File: src/gsr_defs.svh
// Constants for the status-reporting command block: bit positions,
// command codes, reset values and widths.
// Assumes inclusion by bare name from the package and the design file.
`ifndef GSR_DEFS_SVH
`define GSR_DEFS_SVH
`define GSR_EVT_OPC_BIT 3'd0
`define GSR_EVT_QERR_BIT 3'd3
`define GSR_EVT_EXERR_BIT 3'd4
`define GSR_EVT_CMERR_BIT 3'd5
`define GSR_EVT_PWR_BIT 3'd7
`define GSR_SB_COND_BIT 3'd0
`define GSR_SB_MAV_BIT 3'd4
`define GSR_SB_ESB_BIT 3'd5
`define GSR_SB_MSS_BIT 3'd6
`define GSR_MASK_RESET 8'h00
`define GSR_EVT_RESET 8'h80
`define GSR_COND_W 8
`define GSR_TST_ANSWER 8'h00
`define GSR_OP_WAI 4'h0
`define GSR_OP_EVMASK_SET 4'h1
`define GSR_OP_EVMASK_QRY 4'h2
`define GSR_OP_OPC 4'h3
`define GSR_OP_SRMASK_SET 4'h4
`define GSR_OP_SRMASK_QRY 4'h5
`define GSR_OP_STATUS_QRY 4'h6
`define GSR_OP_TST_QRY 4'h7
`define GSR_OP_CONDMASK_SET 4'h8
`define GSR_OP_CONDMASK_QRY 4'h9
`define GSR_OP_EVENT_QRY 4'ha
`endif

File: src/gsr_pkg.sv
// Types for the status-reporting command block.
// Assumes gsr_defs.svh is on the include path.
`include "gsr_defs.svh"
package gsr_pkg;
  // Command opcodes issued by the command parser
  typedef enum logic [3:0]
  {
    gsr_wai_type_c = `GSR_OP_WAI,
    gsr_evmask_set = `GSR_OP_EVMASK_SET,
    gsr_evmask_qry = `GSR_OP_EVMASK_QRY,
    gsr_opc = `GSR_OP_OPC,
    gsr_srmask_set = `GSR_OP_SRMASK_SET,
    gsr_srmask_qry = `GSR_OP_SRMASK_QRY,
    gsr_status_qry = `GSR_OP_STATUS_QRY,
    gsr_tst_qry = `GSR_OP_TST_QRY,
    gsr_condmask_set = `GSR_OP_CONDMASK_SET,
    gsr_condmask_qry = `GSR_OP_CONDMASK_QRY,
    gsr_event_qry = `GSR_OP_EVENT_QRY
  } gsr_op_type;

  // One command as delivered by the parser
  typedef struct packed
  {
    logic valid;
    logic from_gpib;
    gsr_op_type op;
    logic [7:0] value;
  } gsr_cmd_type;

  // One answer to a query
  typedef struct packed
  {
    logic valid;
    logic [7:0] value;
  } gsr_rsp_type;

  // Error events from the parser and executor
  typedef struct packed
  {
    logic query_err;
    logic exec_err;
    logic cmd_err;
  } gsr_err_type;
endpackage : gsr_pkg

File: src/gsr_status.sv
// Status byte, event status and enable masks for the GPIB status model,
// plus the fixed common-command answers.
// Assumes a parser on the same clock delivering decoded commands and
// a condition register from the same clock domain.
`include "gsr_defs.svh"

// Overview of operation
// - Commands act only when from GPIB
// - Wait command accepted, does nothing
// - Event enable set loads mask value
// - Event bits: 0 opc,3 query,4 exec,5 cmd
// - Enabled event bit sets status bit 5
// - Event enable query returns mask unchanged
// - Operation complete sets event bit 0
// - Service enable mask loads, gates bits
// - Service enable query returns mask
// - Enabled condition bit sets status bit 0
// - Response available sets status bit 4
// - Bit 6 summary; status query returns byte
// - Self-test query always answers zero
// - Condition enable mask loads on set
// - Condition enable query returns mask
// - Event query returns and clears register
// - Bit 7 on power-on and GPIB enable
module gsr_status
(
  // Clock and reset
  input wire logic clk,
  input wire logic rst_b,
  // Command in, answer out
  input wire gsr_pkg::gsr_cmd_type cmd,
  output gsr_pkg::gsr_rsp_type rsp,
  // Status inputs
  input wire gsr_pkg::gsr_err_type err,
  input wire logic msg_avail,
  input wire logic gpib_enabled,
  input wire logic [7:0] condition_register,
  // Status outputs
  output logic [7:0] status_byte,
  output logic service_request
);
  logic [7:0] event_enable_mask_reg;
  logic [7:0] service_request_enable_mask_reg;
  logic [7:0] condition_enable_mask_reg;
  logic [7:0] event_status_register_reg;
  logic [7:0] event_status_register_next;
  logic gpib_en_reg;
  logic gpib_seen_reg;
  logic act;
  logic evt_read;
  logic [7:0] sb_low;
  logic mss;
  logic [7:0] rsp_value_next;
  logic rsp_valid_next;

  // Bitwise enable then OR-reduce, used for every summary bit
  function automatic logic gsr_any(input logic [7:0] bits,
    input logic [7:0] mask);
    gsr_any = |(bits & mask);
  endfunction : gsr_any

  // Full status byte: live low bits with the summary in bit 6
  function automatic logic [7:0] gsr_with_summary(input logic [7:0] bits,
    input logic summary);
    gsr_with_summary = bits | ({7'h00, summary} << `GSR_SB_MSS_BIT);
  endfunction : gsr_with_summary

  // Commands count only when they arrive from the GPIB side
  assign act = cmd.valid && cmd.from_gpib;
  assign evt_read = act && (cmd.op == gsr_pkg::gsr_event_qry);

  // Enable masks; all clear on reset
  always_ff @(posedge clk or negedge rst_b)
  begin
    if (!rst_b)
    begin
      event_enable_mask_reg <= `GSR_MASK_RESET;
      service_request_enable_mask_reg <= `GSR_MASK_RESET;
      condition_enable_mask_reg <= `GSR_MASK_RESET;
    end
    else if (act)
    begin
      if (cmd.op == gsr_pkg::gsr_evmask_set)
        event_enable_mask_reg <= cmd.value;
      if (cmd.op == gsr_pkg::gsr_srmask_set)
        service_request_enable_mask_reg <= cmd.value;
      if (cmd.op == gsr_pkg::gsr_condmask_set)
        condition_enable_mask_reg <= cmd.value;
    end
  end

  // Interface-enable tracking; first sample after reset is not an edge
  always_ff @(posedge clk or negedge rst_b)
  begin
    if (!rst_b)
    begin
      gpib_en_reg <= 1'b0;
      gpib_seen_reg <= 1'b0;
    end
    else
    begin
      gpib_en_reg <= gpib_enabled;
      gpib_seen_reg <= 1'b1;
    end
  end

  // Event status: read clears, new events win over the clear
  always_comb
  begin
    event_status_register_next = event_status_register_reg;
    if (evt_read)
      event_status_register_next = 8'h00;
    if (act && cmd.op == gsr_pkg::gsr_opc)
      event_status_register_next[`GSR_EVT_OPC_BIT] = 1'b1;
    if (err.query_err)
      event_status_register_next[`GSR_EVT_QERR_BIT] = 1'b1;
    if (err.exec_err)
      event_status_register_next[`GSR_EVT_EXERR_BIT] = 1'b1;
    if (err.cmd_err)
      event_status_register_next[`GSR_EVT_CMERR_BIT] = 1'b1;
    if (gpib_seen_reg && gpib_enabled && !gpib_en_reg)
      event_status_register_next[`GSR_EVT_PWR_BIT] = 1'b1;
  end

  // Power-on leaves bit 7 set
  always_ff @(posedge clk or negedge rst_b)
  begin
    if (!rst_b)
      event_status_register_reg <= `GSR_EVT_RESET;
    else
      event_status_register_reg <= event_status_register_next;
  end

  // Status byte built live from current state
  always_comb
  begin
    sb_low = 8'h00;
    sb_low[`GSR_SB_COND_BIT] = gsr_any(condition_register,
      condition_enable_mask_reg);
    sb_low[`GSR_SB_MAV_BIT] = msg_avail;
    sb_low[`GSR_SB_ESB_BIT] = gsr_any(event_status_register_reg,
      event_enable_mask_reg);
  end

  // Summary from enabled status bits, bit 6 excluded from its own cause
  assign mss = gsr_any(sb_low, service_request_enable_mask_reg);

  // Status byte and service request registered for clean outputs
  always_ff @(posedge clk or negedge rst_b)
  begin
    if (!rst_b)
    begin
      status_byte <= 8'h00;
      service_request <= 1'b0;
    end
    else
    begin
      status_byte <= gsr_with_summary(sb_low, mss);
      service_request <= mss;
    end
  end

  // Query answers
  always_comb
  begin
    rsp_valid_next = 1'b0;
    rsp_value_next = 8'h00;
    if (act)
    begin
      unique case (cmd.op)
        gsr_pkg::gsr_evmask_qry:
        begin
          rsp_valid_next = 1'b1;
          rsp_value_next = event_enable_mask_reg;
        end
        gsr_pkg::gsr_srmask_qry:
        begin
          rsp_valid_next = 1'b1;
          rsp_value_next = service_request_enable_mask_reg;
        end
        gsr_pkg::gsr_status_qry:
        begin
          rsp_valid_next = 1'b1;
          rsp_value_next = gsr_with_summary(sb_low, mss);
        end
        gsr_pkg::gsr_tst_qry:
        begin
          rsp_valid_next = 1'b1;
          rsp_value_next = `GSR_TST_ANSWER;
        end
        gsr_pkg::gsr_condmask_qry:
        begin
          rsp_valid_next = 1'b1;
          rsp_value_next = condition_enable_mask_reg;
        end
        gsr_pkg::gsr_event_qry:
        begin
          rsp_valid_next = 1'b1;
          rsp_value_next = event_status_register_reg;
        end
        default:
        begin
          // Wait command and set commands give no answer
          rsp_valid_next = 1'b0;
        end
      endcase
    end
  end

  // Answer register, one-cycle valid pulse
  always_ff @(posedge clk or negedge rst_b)
  begin
    if (!rst_b)
      rsp <= '0;
    else
    begin
      rsp.valid <= rsp_valid_next;
      rsp.value <= rsp_value_next;
    end
  end
endmodule : gsr_status

File: config.mk
export PLATFORM = sky130hd
export DESIGN_NAME = gsr_status
export DESIGN_NICKNAME = d
export VERILOG_FILES = /design/src/gsr_pkg.sv /design/src/gsr_status.sv
export VERILOG_INCLUDE_DIRS = /design/src
export SDC_FILE = /design/constraint.sdc
export NUM_CORES = 1
export LEC_CHECK = 0
export ABC_AREA = 0
export ABC_CLOCK_PERIOD_IN_PS = 1380
export BUFFER_PORTS_ARGS = -buffer_cell sky130_fd_sc_hd__buf_2
export CAP_MARGIN = 10
export CORE_UTILIZATION = 48
export DETAILED_ROUTE_END_ITERATION = 6
export HOLD_SLACK_MARGIN = 0.03
export PLACE_DENSITY = 0.72
export SLEW_MARGIN = 10
export SYNTH_ARGS = -nofsm -noshare
export SYNTH_HDL_FRONTEND = slang
export SYNTH_SLANG_ARGS = --single-unit
File: constraint.sdc
create_clock -name clk -period 1.38 [get_ports clk]
set_input_delay 0.207 -clock clk [delete_from_list [all_inputs] [get_ports clk]]
set_output_delay 0.207 -clock clk [all_outputs]
set_load 0.02 [all_outputs]
==> flow_summary.yaml <==
outcome:
  status: "finished with violations"
  violations: "negative setup slack"
worst_setup_path:
  critPathTopFamily: "compound AO/OA/AOI/OAI gates"
  critPathLaunchType: "flop"
  worstSetupPathType: "flop to flop"
  cp-end-kind: "flop"
  cp_max_fo: 2
  timing.rr.start: "event_enable_mask_reg[0]"
  critPathMaxStageDelay_ns: 0.38
  critPathBufInv: 0
  ff2ff_setup_slack_ns: -0.08
  startpoint: "event_enable_mask_reg[0]"
  worstRegToRegCells: 4
  worstReg2RegEnd: "rsp[6]"
  cp.depth: 4
  critPathArrivalTime_ns: 1.65
  critical_path_required_ns: 1.57
  crit_path_top_delay_cell: "dfrtp_1"
  crit_chain: "a222oi_1 -> nand2_1 -> a221o_1 -> o2bb2ai_1"
  cp-endpoint: "rsp[6]"
die:
  die-area_um2: 4510
  die_y_um: 67.1
  placementRows: 23
  die_w_um: 67.1
  ioPinCount: 47
  initial_core_util_pct: 50.6
  core_area_um2: 4030
route:
  route.met3.wl_um: 261
  highest_layer: "met4"
  via_count: 1562
  via_per_inst: 5.66
  wl_met1_um: 1920
  drc: 0
  ant_nets: 0
  wl_per_cell_um: 16.8
  drt-initial-drc-count: 104
  route.met2.wl_um: 2360
  wl_um: 4630
  drt-pass1-iter-count: 4
synthesis:
  avgSynthCellArea_um2: 12.8
  yosysWarnings: 0
  synthArstFlopShare_pct: 100
  ys_seq_area_share_pct: 54.1
  ys_seq_elements: 44
  netlist_area_um2: 2040
  synth_cell_types: 38
  syn_inst: 159
  synth-main-ff-cell: "dfrtp_1"
  synth_edf_count: 0
sta:
  period_needed_ns: 1.46
  final-hold-violation-count: 0
  fin_ws_ns: -0.0814
  tightest_slew_ns: 0.532
  finalMaxSlewViolations: 0
  setup_viol: 1
  finalCritPeriodShare_pct: 106
  rsz0062_at_grt: "true"
  relSlewSlack_pct: 64.6
  timing.hold.ws_ns: 0.0456
  skew_ns: 0.00614
  finalSetupTns_ns: -0.0814
  max_clock_freq_mhz: 684
pwr:
  peakVddDrop_mv: 0.777
  leakagePower_nw: 1.19
  power.density_nw_per_um2: 1180
global_route:
  grt.total_usage_pct: 23.8
  grt.overflow.total: 0
  antenna_found_initial: 0
  grt_pass1_vias: 1578
  grt_max_degree: 24
  grt_pass1_wl_um: 7550
min_path:
  hp-start: "msg_avail"
  hold_depth: 1
  min_path_type: "input pin to flop"
cells_and_area:
  final_core_util_pct: 63.1
  stdcell_area_um2: 2540
  stdcell_count: 276
  fillCellCount: 341
  area.growth.synth_to_final_pct: 24.9
  diodes: 0
  largest_reg_flops: 9
  final_cell_mix: "dfrtp_1, buf_2, buf_4, mux2_2, nor2_1"
  drive_gt1_share_pct: 50.9
  final_common_cell: "dfrtp_1"
  nNetsFinal: 255
  largest_register: "rsp"
cts:
  clk_pin_slew_ns: 0.08
  clock_latency_ns: 0.29
  cts_max_level: 2
  post_cts_buffers: 0
  cts_buffers: 5
  clock_sinks: 44
  cts.path.max_buffers: 2
  cts_tree: "done"
  root_buffer: "clkbuf_8"
place:
  dpl-instance-area_um2: 2430
  dp_hpwl_um: 3630
  numPortBuffers: 42
  place_congestion: 0.925
  placedCellCount: 267
flow_run:
  maxCapViolCount: 0
-- cell type report --
| cell class | count | area (µm²) | area share, % |
|---|---|---|---|
| flip-flops and latches | 44 | 1100 | 43.3 |
| multi-input cells | 104 | 856 | 33.6 |
| repair buffers | 71 | 445 | 17.5 |
| clock buffers | 6 | 72.6 | 2.85 |
| well taps | 50 | 62.6 | 2.46 |
| clock inverters | 1 | 5.00 | 0.197 |
-- what timing repair did --
action / 4_1_cts / 5_1_grt
hold buffers: 2 / 0
hold endpoints to repair: 22 / 0
setup endpoints to repair: 2 / 3
gates resized for setup: 1 / 2
pin swaps: 1 / 1
-- layer usage --
| layer | track usage [%] | vias up |
|---|---|---|
| met5 | 0 | - |
| met4 | 10.1 | 0 |
| met3 | 5.91 | 10 |
| met2 | 40.8 | 66 |
| met1 | 28.4 | 768 |
| li1 | - | 718 |
-- cells by family (layout without fill, tap and decap cells) --
| logic type | after synthesis | count (layout) | share of synthesized area, % |
|---|---|---|---|
| flip-flops | 44 | 44 | 54.1 |
| other | 2 | 5 | 0.369 |
| AND/OR/NAND/NOR | 34 | 34 | 10.4 |
| multiplexers | 25 | 25 | 13.8 |
| buffers and inverters | 14 | 78 | 5.10 |
| AO/OA/AOI/OAI | 40 | 40 | 16.2 |
-- worst register-to-register path: stages (launching register included) --
cell       delay, ns
dfrtp_1         0.38
a222oi_1        0.35
nand2_1         0.13
a221o_1         0.36
o2bb2ai_1       0.13
-- worst min path at each step --
stage | to | slack (ns)
6_report | status_byte[4] | 0.05
5_1_grt | status_byte[4] | 0.04
3_3_place_gp | event_status_register_reg[5] | 0.20
3_5_place_dp | event_status_register_reg[5] | 0.22
2_1_floorplan | condition_enable_mask_reg[0] | -0.09
4_1_cts | status_byte[4] | 0.04
-- per-stage QoR --
stage	setup WS (ns)	total power [mW]
floorplan	0.0132	1.97
global placement	-0.0663	2.23
detailed placement	-0.104	2.26
CTS	-0.0699	3.01
global route	-0.117	3.14
finish	-0.0814	2.99
-- cell usage after synthesis (2+ instances only) --
cell type	instances	area (µm²)
a21o_1	3	22.5
a21oi_1	2	10.0
a22o_1	2	17.5
a22o_2	3	30.0
a22oi_1	10	75.1
a32oi_1	8	70.1
and2_1	2	12.5
buf_2	7	35.0
buf_4	5	37.5
conb_1	2	7.51
dfrtp_1	43	1080
mux2_2	25	282
nand2_1	5	18.8
nand3_1	2	10.0
nand3_2	3	30.0
nor2_1	9	33.8
nor2b_1	3	18.8
o21a_1	2	15.0
o22a_1	3	26.3
or2_2	2	12.5
-- power breakdown --
part           total [mW]  switching [mW]  internal (mW)  leakage, nW
Combinational       0.667           0.320          0.346        0.603
Sequential           1.59           0.115           1.47        0.546
Clock               0.743           0.399          0.344       0.0410
Total                2.99           0.834           2.16         1.19
No activity file was read; power rests on OpenSTA's default activity.
